===== src/include/area_bus_pkg.sv =====
// package: register map, reset values, modes and carriers of the area bus configuration
package area_bus_pkg;
  localparam int AREAS = 8;
  localparam int AREA_MSB = 23;
  localparam int AREA_LSB = 21;
  localparam int ADDR_W = 24;
  // ==========================================================
  // register map
  localparam logic [7:0] OFF_WIDTH = 8'h00;
  localparam logic [7:0] OFF_STATE = 8'h04;
  localparam logic [7:0] OFF_UPPER = 8'h08;
  localparam logic [7:0] OFF_LOWER = 8'h0c;
  localparam logic [7:0] OFF_STATUS = 8'h10;
  // ==========================================================
  // reset values
  localparam logic [7:0] ALL_ONES = 8'hff;
  localparam logic [7:0] ALL_ZEROS = 8'h00;
  // ==========================================================
  // operating modes
  localparam logic [2:0] MODE_2 = 3'h2;
  localparam logic [2:0] MODE_4 = 3'h4;
  localparam logic [2:0] MODE_6 = 3'h6;
  localparam logic [2:0] MODE_7 = 3'h7;
  // ==========================================================
  // status register fields
  localparam int ST_BUS16 = 0;
  localparam int ST_SINGLE = 1;
  localparam int ST_BUSY = 2;
  localparam int ST_INIT = 3;
  localparam int ST_MODE_LSB = 4;
  // ==========================================================
  // access lengths in states (clock cycles)
  localparam logic [2:0] TWO_STATES = 3'h2;
  localparam logic [2:0] THREE_STATES = 3'h3;
  localparam logic [2:0] INTERNAL_STATES = 3'h2;

  typedef struct packed {
    logic width16;
    logic three_state;
    logic [1:0] waits;
  } area_cfg_s;

  typedef struct packed {
    logic [7:0] width;
    logic [7:0] state;
    logic [7:0] upper;
    logic [7:0] lower;
  } cfg_regs_s;
endpackage


===== src/verilog/area_access_timer.sv =====
// access timer: counts the states of one access and stretches it on the wait pin
`timescale 1ns/1ns
module area_access_timer
(
  input wire logic pclk,
  input wire logic presetn,
  input wire logic start,
  input wire logic internal,
  input wire area_bus_pkg::area_cfg_s cfg,
  input wire logic ext_wait_n,
  output logic busy,
  output logic done
);
  typedef enum logic {IDLE, RUN} timer_e;

  timer_e phase;
  timer_e next_phase;
  logic [2:0] left;
  logic [2:0] next_left;
  logic pin_ok;
  logic next_pin_ok;
  logic hold;

  // ==========================================================
  // state counting
  assign hold = pin_ok && !ext_wait_n;
  assign busy = (phase == RUN);
  assign done = (phase == RUN) && (left == 3'h0) && !hold;

  always_comb
  begin
    next_phase = phase;
    next_left = left;
    next_pin_ok = pin_ok;
    case (phase)
      IDLE:
      begin
        if (start)
        begin
          next_phase = RUN;
          next_pin_ok = !internal && cfg.three_state;
          if (internal)
            next_left = area_bus_pkg::INTERNAL_STATES - 3'h1;
          else if (cfg.three_state)
            next_left = area_bus_pkg::THREE_STATES + {1'b0, cfg.waits} - 3'h1;
          else
            next_left = area_bus_pkg::TWO_STATES - 3'h1;
        end
      end
      RUN:
      begin
        if (left != 3'h0)
          next_left = left - 3'h1;
        else if (!hold)
          next_phase = IDLE;
      end
      default:
        next_phase = IDLE;
    endcase
  end

  always_ff @(posedge pclk or negedge presetn)
  begin
    if (!presetn)
    begin
      phase <= IDLE;
      left <= 3'h0;
      pin_ok <= 1'b0;
    end
    else
    begin
      phase <= next_phase;
      left <= next_left;
      pin_ok <= next_pin_ok;
    end
  end
endmodule


===== src/verilog/external_area_bus_config.sv =====
// external area bus configuration: apb register bank and per-access area settings
//
// Contract
// width bit n: 0 16-bit, 1 8-bit
// all width bits one gives 8-bit bus
// any width bit zero gives 16-bit bus
// width reset ones, zeros in modes 2,4
// software standby keeps all register contents
// on-chip width fixed; single-chip ignores width
// state bit n: 0 two-state, 1 three-state
// state register resets to all ones
// on-chip accesses take fixed state count
// upper wait fields areas 7..4, 0-3 waits
// program waits only in three-state areas
// both wait registers reset to ones
// lower wait fields areas 3..0, same code
// wait pin honoured only in three-state areas
// area settings latched at access start
//
// Decided for this implementation: the placing of the registers and the APB slave port.
`timescale 1ns/1ns
module external_area_bus_config
(
  input wire logic pclk,
  input wire logic presetn,
  input wire logic psel,
  input wire logic penable,
  input wire logic pwrite,
  input wire logic [7:0] paddr,
  input wire logic [31:0] pwdata,
  output logic [31:0] prdata,
  output logic pready,
  output logic pslverr,
  input wire logic [2:0] op_mode,
  input wire logic hw_standby,
  input wire logic sw_standby,
  input wire logic acc_req,
  input wire logic acc_internal,
  input wire logic [area_bus_pkg::ADDR_W-1:0] acc_addr,
  input wire logic ext_wait_n,
  output logic acc_ready,
  output logic acc_done,
  output logic [2:0] acc_area,
  output area_bus_pkg::area_cfg_s acc_cfg,
  output logic acc_is_internal,
  output logic bus_16bit,
  output logic port4_gpio
);
  area_bus_pkg::cfg_regs_s regs;
  area_bus_pkg::cfg_regs_s next_regs;
  area_bus_pkg::area_cfg_s area_cfg [area_bus_pkg::AREAS];
  logic init_pending;
  logic next_init_pending;
  logic [31:0] next_prdata;
  logic [2:0] next_acc_area;
  area_bus_pkg::area_cfg_s next_acc_cfg;
  logic next_acc_is_internal;
  logic next_bus_16bit;
  logic next_port4_gpio;
  logic wr_en;
  logic mapped;
  logic single_chip;
  logic reinit;
  logic [7:0] width_init;
  logic [15:0] wait_word;
  logic [2:0] req_area;
  logic start;
  logic busy;

  // ==========================================================
  // apb decode
  assign wr_en = psel && penable && pwrite;
  assign mapped = (paddr == area_bus_pkg::OFF_WIDTH) || (paddr == area_bus_pkg::OFF_STATE)
    || (paddr == area_bus_pkg::OFF_UPPER) || (paddr == area_bus_pkg::OFF_LOWER)
    || (paddr == area_bus_pkg::OFF_STATUS);
  assign pready = 1'b1;
  assign pslverr = psel && penable && !mapped;

  // ==========================================================
  // configuration registers
  assign single_chip = (op_mode == area_bus_pkg::MODE_6) || (op_mode == area_bus_pkg::MODE_7);
  assign reinit = hw_standby || init_pending;
  assign width_init = ((op_mode == area_bus_pkg::MODE_2) || (op_mode == area_bus_pkg::MODE_4))
    ? area_bus_pkg::ALL_ZEROS : area_bus_pkg::ALL_ONES;

  always_comb
  begin
    next_regs = regs;
    next_init_pending = 1'b0;
    if (reinit)
    begin
      next_regs.width = width_init;
      next_regs.state = area_bus_pkg::ALL_ONES;
      next_regs.upper = area_bus_pkg::ALL_ONES;
      next_regs.lower = area_bus_pkg::ALL_ONES;
    end
    else if (wr_en)
    begin
      // sw_standby does not touch the registers
      case (paddr)
        area_bus_pkg::OFF_WIDTH: next_regs.width = pwdata[7:0];
        area_bus_pkg::OFF_STATE: next_regs.state = pwdata[7:0];
        area_bus_pkg::OFF_UPPER: next_regs.upper = pwdata[7:0];
        area_bus_pkg::OFF_LOWER: next_regs.lower = pwdata[7:0];
        default: next_regs = regs;
      endcase
    end
  end

  always_ff @(posedge pclk or negedge presetn)
  begin
    if (!presetn)
    begin
      regs <= {4{area_bus_pkg::ALL_ONES}};
      init_pending <= 1'b1;
    end
    else
    begin
      regs <= next_regs;
      init_pending <= next_init_pending;
    end
  end

  // ==========================================================
  // read data, captured in the setup cycle
  always_comb
  begin
    next_prdata = prdata;
    if (psel && !penable)
    begin
      next_prdata = 32'h0;
      case (paddr)
        area_bus_pkg::OFF_WIDTH: next_prdata[7:0] = regs.width;
        area_bus_pkg::OFF_STATE: next_prdata[7:0] = regs.state;
        area_bus_pkg::OFF_UPPER: next_prdata[7:0] = regs.upper;
        area_bus_pkg::OFF_LOWER: next_prdata[7:0] = regs.lower;
        area_bus_pkg::OFF_STATUS:
        begin
          next_prdata[area_bus_pkg::ST_BUS16] = bus_16bit;
          next_prdata[area_bus_pkg::ST_SINGLE] = single_chip;
          next_prdata[area_bus_pkg::ST_BUSY] = busy;
          next_prdata[area_bus_pkg::ST_INIT] = init_pending;
          next_prdata[area_bus_pkg::ST_MODE_LSB +: 3] = op_mode;
        end
        default: next_prdata = 32'h0;
      endcase
    end
  end

  always_ff @(posedge pclk or negedge presetn)
  begin
    if (!presetn)
      prdata <= 32'h0;
    else
      prdata <= next_prdata;
  end

  // ==========================================================
  // per-area settings
  assign wait_word = {regs.upper, regs.lower};

  genvar gi;
  generate
    for (gi = 0; gi < area_bus_pkg::AREAS; gi++)
    begin : g_area
      assign area_cfg[gi].width16 = !regs.width[gi];
      assign area_cfg[gi].three_state = regs.state[gi];
      assign area_cfg[gi].waits = wait_word[2*gi +: 2];
    end
  endgenerate

  // ==========================================================
  // chip-wide bus mode
  always_comb
  begin
    next_bus_16bit = 1'b0;
    next_port4_gpio = 1'b1;
    if (!single_chip)
    begin
      next_bus_16bit = (regs.width != area_bus_pkg::ALL_ONES);
      next_port4_gpio = (regs.width == area_bus_pkg::ALL_ONES);
    end
  end

  always_ff @(posedge pclk or negedge presetn)
  begin
    if (!presetn)
    begin
      bus_16bit <= 1'b0;
      port4_gpio <= 1'b1;
    end
    else
    begin
      bus_16bit <= next_bus_16bit;
      port4_gpio <= next_port4_gpio;
    end
  end

  // ==========================================================
  // access start: decode area and latch its settings
  assign acc_ready = !busy && !sw_standby && !reinit;
  assign start = acc_req && acc_ready;
  assign req_area = acc_addr[area_bus_pkg::AREA_MSB:area_bus_pkg::AREA_LSB];

  always_comb
  begin
    next_acc_area = acc_area;
    next_acc_cfg = acc_cfg;
    next_acc_is_internal = acc_is_internal;
    if (start)
    begin
      next_acc_area = req_area;
      next_acc_is_internal = acc_internal;
      next_acc_cfg = area_cfg[req_area];
      if (acc_internal)
      begin
        next_acc_cfg.width16 = 1'b1;
        next_acc_cfg.three_state = 1'b0;
        next_acc_cfg.waits = 2'h0;
      end
    end
  end

  always_ff @(posedge pclk or negedge presetn)
  begin
    if (!presetn)
    begin
      acc_area <= 3'h0;
      acc_cfg <= '0;
      acc_is_internal <= 1'b0;
    end
    else
    begin
      acc_area <= next_acc_area;
      acc_cfg <= next_acc_cfg;
      acc_is_internal <= next_acc_is_internal;
    end
  end

  area_access_timer u_timer
  (
    .pclk(pclk),
    .presetn(presetn),
    .start(start),
    .internal(acc_internal),
    .cfg(area_cfg[req_area]),
    .ext_wait_n(ext_wait_n),
    .busy(busy),
    .done(acc_done)
  );

  // ==========================================================
  // assertion helpers: cycles of the access and pin stretch seen
  logic [3:0] run_cnt;
  logic saw_wait;
  logic [3:0] expect_cnt;

  always_ff @(posedge pclk or negedge presetn)
  begin
    if (!presetn)
    begin
      run_cnt <= 4'h0;
      saw_wait <= 1'b0;
    end
    else if (start)
    begin
      run_cnt <= 4'h1;
      saw_wait <= 1'b0;
    end
    else if (busy)
    begin
      run_cnt <= run_cnt + 4'h1;
      saw_wait <= saw_wait || !ext_wait_n;
    end
  end

  assign expect_cnt = acc_is_internal ? {1'b0, area_bus_pkg::INTERNAL_STATES}
    : acc_cfg.three_state ? {1'b0, area_bus_pkg::THREE_STATES} + {2'h0, acc_cfg.waits}
    : {1'b0, area_bus_pkg::TWO_STATES};

  // ==========================================================
  // assertions
  property p_width_bit;
    @(posedge pclk) disable iff (!presetn)
      start && !acc_internal |=> acc_cfg.width16 == !$past(regs.width[req_area]);
  endproperty
  a_width_bit: assert property (p_width_bit) else $error("area width not latched");

  property p_bus8;
    @(posedge pclk) disable iff (!presetn)
      regs.width == area_bus_pkg::ALL_ONES && !single_chip |=> !bus_16bit && port4_gpio;
  endproperty
  a_bus8: assert property (p_bus8) else $error("8-bit bus mode not taken");

  property p_bus16;
    @(posedge pclk) disable iff (!presetn)
      regs.width != area_bus_pkg::ALL_ONES && !single_chip |=> bus_16bit && !port4_gpio;
  endproperty
  a_bus16: assert property (p_bus16) else $error("16-bit bus mode not taken");

  property p_width_init;
    @(posedge pclk) disable iff (!presetn)
      hw_standby |=> regs.width == $past(width_init);
  endproperty
  a_width_init: assert property (p_width_init) else $error("width init value wrong");

  property p_keep;
    @(posedge pclk) disable iff (!presetn)
      sw_standby && !reinit && !wr_en |=> $stable(regs);
  endproperty
  a_keep: assert property (p_keep) else $error("registers lost in standby");

  property p_single;
    @(posedge pclk) disable iff (!presetn)
      single_chip [*2] |-> !bus_16bit && port4_gpio;
  endproperty
  a_single: assert property (p_single) else $error("single-chip bus mode wrong");

  property p_two_state;
    @(posedge pclk) disable iff (!presetn)
      start && !acc_internal && !area_cfg[req_area].three_state |-> ##2 acc_done;
  endproperty
  a_two_state: assert property (p_two_state) else $error("two-state access length wrong");

  property p_state_init;
    @(posedge pclk) disable iff (!presetn)
      hw_standby |=> regs.state == area_bus_pkg::ALL_ONES;
  endproperty
  a_state_init: assert property (p_state_init) else $error("state register init wrong");

  property p_internal;
    @(posedge pclk) disable iff (!presetn)
      start && acc_internal |-> ##2 acc_done;
  endproperty
  a_internal: assert property (p_internal) else $error("on-chip access length wrong");

  property p_wait_len;
    @(posedge pclk) disable iff (!presetn)
      acc_done && !saw_wait |-> run_cnt == expect_cnt;
  endproperty
  a_wait_len: assert property (p_wait_len) else $error("program wait count wrong");

  property p_wait_init;
    @(posedge pclk) disable iff (!presetn)
      hw_standby |=> regs.upper == area_bus_pkg::ALL_ONES && regs.lower == area_bus_pkg::ALL_ONES;
  endproperty
  a_wait_init: assert property (p_wait_init) else $error("wait registers init wrong");

  property p_pin_ignored;
    @(posedge pclk) disable iff (!presetn)
      acc_done && !acc_cfg.three_state |-> run_cnt == expect_cnt;
  endproperty
  a_pin_ignored: assert property (p_pin_ignored) else $error("wait pin stretched access");

  property p_latched;
    @(posedge pclk) disable iff (!presetn)
      busy && !start |=> $stable(acc_cfg) && $stable(acc_area);
  endproperty
  a_latched: assert property (p_latched) else $error("settings changed mid access");

  c_three_wait: cover property (@(posedge pclk) acc_done && acc_cfg.three_state && run_cnt > 4'h3);
  c_pin_wait: cover property (@(posedge pclk) acc_done && saw_wait && acc_cfg.three_state);
  c_write_busy: cover property (@(posedge pclk) wr_en && busy);
  c_sw_standby: cover property (@(posedge pclk) sw_standby && acc_req);
endmodule

===== config.mk =====
export PLATFORM = sky130hd
export DESIGN_NAME = external_area_bus_config
export DESIGN_NICKNAME = d
export VERILOG_FILES = /design/src/include/area_bus_pkg.sv /design/src/verilog/area_access_timer.sv /design/src/verilog/external_area_bus_config.sv
export SDC_FILE = /design/constraint.sdc
export NUM_CORES = 1
export LEC_CHECK = 0
export BUFFER_PORTS_ARGS = -buffer_cell sky130_fd_sc_hd__buf_4
export CAP_MARGIN = 10
export CORE_ASPECT_RATIO = 1.5
export CORE_MARGIN = 2
export CORE_UTILIZATION = 54
export CTS_BUF_LIST = sky130_fd_sc_hd__clkbuf_16
export CTS_CLUSTER_DIAMETER = 40
export CTS_CLUSTER_SIZE = 40
export DETAILED_ROUTE_END_ITERATION = 7
export PLACE_DENSITY_LB_ADDON = 0.12
export SYNTH_ARGS = -nofsm -noshare
export SYNTH_HDL_FRONTEND = slang
export SYNTH_SLANG_ARGS = --single-unit

===== constraint.sdc =====
create_clock -name pclk -period 4.73 [get_ports pclk]
set_input_delay 0.473 -clock pclk [delete_from_list [all_inputs] [get_ports pclk]]
set_output_delay 0.473 -clock pclk [all_outputs]
set_load 0.005 [all_outputs]

==> run_results.csv, run 1 <==
group,metric,value,unit
logic_synthesis,ys.warnings.count,0,
setup_path,cp-end-kind,"primary output",
clocking,cts_buffer_depth,2,
logic_synthesis,muxShareOfSynthArea,15.3,%
sta,final.setup.tns,0,ns
pwr,power_density,343,mW/mm²
logic_synthesis,synth_compound_area_share,15.2,%
setup_path,r2r_start,"u_timer.busy",
global_routing,grt_antenna_before_repair,0,
cells_and_area,layout_common_cells,"54 x buf_4, 34 x dfstp_2, 26 x conb_1",
logic_synthesis,dominantRegCellSynth,"dfstp_2",
setup_path,reg2reg_to,"u_timer.left[2]",
setup_path,critPathArrivalTime,1.51,ns
logic_synthesis,synthSimpleGateAreaFrac,14.5,%
place,dpl.cell_count,420,
route,avgRoutedWirePerCell,16.9,µm
pwr,p_leak,1.58,nW
global_routing,track_usage,22.8,%
sta,fin_skew,0.00658,ns
floorplan,row_count,35,
sta,setup_viol,0,
global_routing,grt_max_degree,57,
setup_path,cp_data_required_time,4.26,ns
route,drtIter0Drc,132,
sta,rsz0062_at_grt,"false",
clocking,cts_resized,0,
job,maxCapViolCount,0,
setup_path,critPathLaunchType,"input port",
clocking,numCtsBuffers,5,
floorplan,pin_count,123,
logic_synthesis,synth-xor-area-share,0.522,%
floorplan,coreArea,0.00609,mm²
cells_and_area,fillCellCount,531,
sta,fmax,0.503,GHz
floorplan,start_util,55.1,%
logic_synthesis,syn_inst,316,
cells_and_area,drive_gt1_share,33.6,%
clocking,post_cts_buffers,0,
global_routing,grt-ovfl-total,0,
cells_and_area,diodes,0,
clocking,htree_levels,2,
clocking,cts_tree,"yes",
cells_and_area,utilization,62.7,%
place,place_congestion,0.832,
sta,max_slew_margin,52.9,%
cells_and_area,area.growth.synth_to_final,13.6,%
logic_synthesis,async_reset_ff_share,100,%
global_routing,grt_pass1_wl,11700,µm
worst_hold_path,hp-class,"in -> async",
cells_and_area,final_cells,428,
route,drc,0,
floorplan,die_w,68.4,µm
setup_path,crit_start,"paddr[1]",
sta,final_hold_viol_count,0,
floorplan,die_h,101,µm
global_routing,first_global_vias,2365,
sta,max_slew.worst_pin.slew,0.706,ns
logic_synthesis,yosysUniqueCellTypes,47,
route,drt_pass1_iterations,4,
route,vias,2499,
setup_path,rrSetupSlack,2.80,ns
setup_path,reg2reg_depth,4,
place,numPortBuffers,52,
clocking,clock_latency,0.29,ns
clocking,ctsHoldBuffers,0,
route,viasPerCell,5.84,
clocking,path_clk_slew,0.07,ns
logic_synthesis,syn_area_per_cell,10.6,µm²
cells_and_area,fin_nets,432,
logic_synthesis,synth-edff-count,0,
cells_and_area,layout_commonest_cell,"buf_4",
logic_synthesis,synth_top_family_by_area,"multiplexers",
floorplan,dieArea,0.00687,mm²
clocking,cts_sinks,56,
sta,fin_crit_sh,42.0,%
route,ant_nets,0,
setup_path,path_class,"in -> out",
route,wirelength,7240,µm
pwr,vdd_drop_max,0.194,mV
clocking,clock-root-buffer,"clkbuf_16",
run_status,outcome,"complete, no violations",
logic_synthesis,synth_area,0.00336,mm²
logic_synthesis,synthAdderAreaFrac,0.746,%
sta,period_needed,1.99,ns
sta,drv_slew,0,
setup_path,path_max_fanout,4,
place,hpwlAfterDp,5250,µm
logic_synthesis,synth-seq-area-share,43.0,%
logic_synthesis,ys_ff_latch,56,
[layout make-up]
cell class	count	area [µm²]	share of cell area, %
Tap cell	74	92.6	2.43
Timing Repair Buffer	54	405	10.6
Inverter	14	52.6	1.38
Clock buffer	5	125	3.28
Clock inverter	3	42.5	1.12
Sequential cell	56	1440	37.9
Multi-Input combinational cell	222	1650	43.3
[power breakdown]
part | internal (mW) | switching (mW) | leakage (nW)
registers | 0.549 | 0.0471 | 0.639
clock network | 0.249 | 0.171 | 0.0798
logic | 0.153 | 0.141 | 0.860
[Yosys cell counts (all sizes together) (2+ instances only)]
| cell | instances | area (µm²) |
|---|---|---|
| nand4 | 2 | 12.5 |
| a41o | 8 | 80.1 |
| nand3b | 2 | 15.0 |
| mux2i | 13 | 130 |
| buf | 32 | 238 |
| inv | 14 | 52.6 |
| or4 | 2 | 22.5 |
| conb | 2 | 7.51 |
| mux2 | 4 | 45.0 |
| dfstp | 34 | 893 |
| nand2b | 3 | 18.8 |
| dfrtp | 22 | 551 |
| xnor2 | 2 | 17.5 |
| o21ai | 22 | 110 |
| nor4 | 2 | 27.5 |
| mux4 | 15 | 338 |
| clkbuf | 16 | 60.1 |
| a21oi | 13 | 68.8 |
| nor2 | 3 | 11.3 |
| nand4b | 8 | 70.1 |
| nand2 | 21 | 78.8 |
| nor2b | 9 | 56.3 |
| nand3 | 26 | 135 |
| a31oi | 8 | 50.1 |
| ha | 2 | 25.0 |
| o31ai | 10 | 85.1 |
| a21o | 9 | 67.6 |
| and2 | 2 | 12.5 |
[worst max-delay path: stages]
cell and delay [ns]:
buf_4 0.11, or4_4 0.56, nor2_1 0.16, a21oi_1 0.08, buf_4 0.13
[registers in the layout (all words and copies together) (netlist names)]
signal	count
port4_gpio	1
u_timer.pin_ok	1
regs	8
init_pending	1
acc_area	3
acc_is_internal	1
u_timer.left	3
bus_16bit	1
prdata	8
area_cfg	24
acc_cfg	4
u_timer.busy	1
[cell families after synthesis]
group | count (synthesis)
simple gates | 84
compound gates | 76
buf+inv | 62
flops | 56
mux | 32
fa+ha+maj | 2
other cells | 2
xor+xnor | 2
[worst max-delay path by stage]
stage,end,slack [ns],cells after the start
4_1_cts,pslverr,2.74,5
3_3_place_gp,area_cfg[30],2.51,5
2_1_floorplan,pslverr,2.57,5
3_5_place_dp,area_cfg[22],2.49,5
5_1_grt,u_timer.left[2],2.58,4
6_report,pslverr,2.74,5
[per-layer routing]
layer | vias up | share of wire, % | track usage (%)
li1 | 1185 | - | -
met1 | 1223 | 40 | 30.0
met2 | 76 | 53 | 36.7
met3 | 15 | 4.2 | 3.13
met4 | 0 | 3.3 | 10.5
met5 | - | 0 | 0
[metrics by stage]
step	total power, mW	worst slack [ns]	instance area [µm²]	hold WS, ns
2_1_floorplan	0.790	2.57	3450	0.177
3_3_place_gp	0.891	2.51	3650	0.461
6_report	1.31	2.74	3810	0.236
5_1_grt	1.38	2.58	3810	0.289
4_1_cts	1.32	2.74	3810	0.255
3_5_place_dp	0.901	2.49	3650	0.477
No activity file was read; power rests on OpenSTA's default activity.
==> inputs of run 2 (changes only) <==
--- a/config.mk
+++ b/config.mk
@@ -9,7 +9,7 @@
 export CAP_MARGIN = 10
 export CORE_ASPECT_RATIO = 1.5
 export CORE_MARGIN = 2
-export CORE_UTILIZATION = 54
+export CORE_UTILIZATION = 50
 export CTS_BUF_LIST = sky130_fd_sc_hd__clkbuf_16
 export CTS_CLUSTER_DIAMETER = 40
 export CTS_CLUSTER_SIZE = 40
==> constraint.sdc (replaced) <==
create_clock -name pclk -period 2 [get_ports pclk]
set_input_delay 0.2 -clock pclk [delete_from_list [all_inputs] [get_ports pclk]]
set_output_delay 0.2 -clock pclk [all_outputs]
set_load 0.005 [all_outputs]
==> run 2 against run 1 <==
Net effect: clock power increased by 130%; global-route usage decreased by 1.2 points; utilization decreased by 2.9 points; flip-flop and latch count unchanged; worst setup slack got worse by 2.4 ns; sequential power increased by 130%; via count increased by 1.1%; die area increased by 7.6%; clock-buffer cell count unchanged.
==> run_results.csv, run 2 (synthesis results as in run 1) <==
group,metric,value,unit
run_status,outcome,"complete, no violations",
route,viasPerCell,5.80,
cells_and_area,fin_nets,438,
sta,rsz0062_at_grt,"false",
sta,fmax,0.587,GHz
sta,drv_slew,0,
pwr,power_density,805,mW/mm²
route,vias,2527,
cells_and_area,drive_gt1_share,34.4,%
setup_path,path_max_fanout,10,
clocking,cts_sinks,56,
floorplan,start_util,51.7,%
place,dpl.cell_count,427,
route,ant_nets,0,
setup_path,cp_data_required_time,2.21,ns
floorplan,pin_count,123,
pwr,power,3.12,mW
cells_and_area,finalInstanceArea,0.00388,mm²
cells_and_area,area.growth.synth_to_final,15.5,%
cells_and_area,ff_latch_area,0.00144,mm²
worst_hold_path,hp-class,"in -> reg",
clocking,htree_levels,2,
global_routing,grt_pass1_wl,12700,µm
setup_path,critPathArrivalTime,1.92,ns
global_routing,grt-ovfl-total,0,
clocking,cts_buffer_depth,2,
sta,final.setup.tns,0,ns
sta,period_needed,1.70,ns
place,place_congestion,0.824,
global_routing,track_usage,21.6,%
sta,fin_ws,0.296,ns
floorplan,row_count,36,
cells_and_area,multi_input_area,0.00165,mm²
pwr,p_leak,1.61,nW
sta,max_slew.worst_pin.slew,0.703,ns
clocking,clock-root-buffer,"clkbuf_16",
sta,fin_skew,0.00461,ns
clocking,numCtsBuffers,5,
sta,fin_crit_sh,85.2,%
cells_and_area,layout_commonest_cell,"buf_4",
cells_and_area,layout_common_cells,"58 x buf_4, 34 x dfstp_2, 26 x conb_1",
clocking,post_cts_buffers,0,
global_routing,first_global_vias,2477,
floorplan,dieArea,0.00740,mm²
route,drtIter0Drc,143,
cells_and_area,fillCellCount,579,
place,placedInstanceArea,0.00370,mm²
setup_path,rrSetupSlack,0.30,ns
pwr,vdd_drop_max,0.493,mV
setup_path,cp-end-kind,"register",
cells_and_area,largest_reg_flops,24,
route,wirelength,7490,µm
place,hpwlAfterDp,5590,µm
sta,setup_viol,0,
place,dp_worst_setup_slack,0.0443,ns
sta,final_hold_viol_count,0,
route,avgRoutedWirePerCell,17.2,µm
place,numPortBuffers,52,
route,drt_pass1_iterations,4,
floorplan,die_w,70.9,µm
job,maxCapViolCount,0,
setup_path,critPathLaunchType,"register",
setup_path,path_class,"reg -> reg",
clocking,path_clk_slew,0.07,ns
route,drc,0,
cells_and_area,utilization,59.8,%
floorplan,die_h,104,µm
floorplan,coreArea,0.00649,mm²
cells_and_area,final_cells,436,
sta,max_slew_margin,53.1,%
sta,hold_ws,0.128,ns
cells_and_area,diodes,0,
clocking,clock_latency,0.29,ns
clocking,cts_tree,"yes",
global_routing,grt_max_degree,57,
global_routing,grt_antenna_before_repair,0,
## run 2: cell types whose count changed in the layout (fill, tap and decap cells not counted), sizes merged
| cell | change |
|---|---|
| buf | +5 |
| dlygate4sd3 | +1 |
## run 2: worst max-delay path, stage by stage, from the launching register on
cell and delay, ns:
dfstp_2 0.56, or2_1 0.41, o21a_1 0.38, a21oi_1 0.09, mux2i_1 0.18
## run 2: metal layers
layer | GRT usage (%) | part of all wire, % | up-vias
li1 | - | - | 1190
met1 | 27.7 | 40 | 1243
met2 | 36.7 | 53 | 81
met3 | 2.81 | 5.1 | 13
met4 | 8.09 | 2.1 | 0
met5 | 0 | 0 | -
## run 2: power by group
| part | internal [mW] | leakage, nW | switching, mW |
|---|---|---|---|
| logic | 0.382 | 0.892 | 0.361 |
| registers | 1.30 | 0.639 | 0.0931 |
| clock network | 0.589 | 0.0798 | 0.397 |
## run 2: path summary, 6_finish.rpt
check / startpoint / to / depth (start not counted)
setup / recovery: init_pending / regs[26] / 4
hold / removal: acc_internal / acc_cfg[1] / 2
setup reg to reg: init_pending / regs[26] / 4
hold reg to reg: acc_cfg[0] / acc_cfg[0] / 2
max in group asynchronous: presetn / acc_area[1] / 2
min in group asynchronous: presetn / prdata[1] / 2
## run 2: layout make-up
cell class	instances	share of cell area, %
Inverter	14	1.36
Clock buffer	5	3.23
Timing Repair Buffer	60	12.0
Sequential cell	56	37.2
Clock inverter	3	1.10
Tap cell	76	2.45
Multi-Input combinational cell	222	42.6
## run 2: repair_timing
| item | in CTS | in global routing |
|---|---|---|
| hold buffers | 1 | 0 |
| endpoints found under the hold margin | 22 | 0 |
| gates resized for setup | 0 | 0 |
| endpoints found under the setup margin | 0 | 0 |
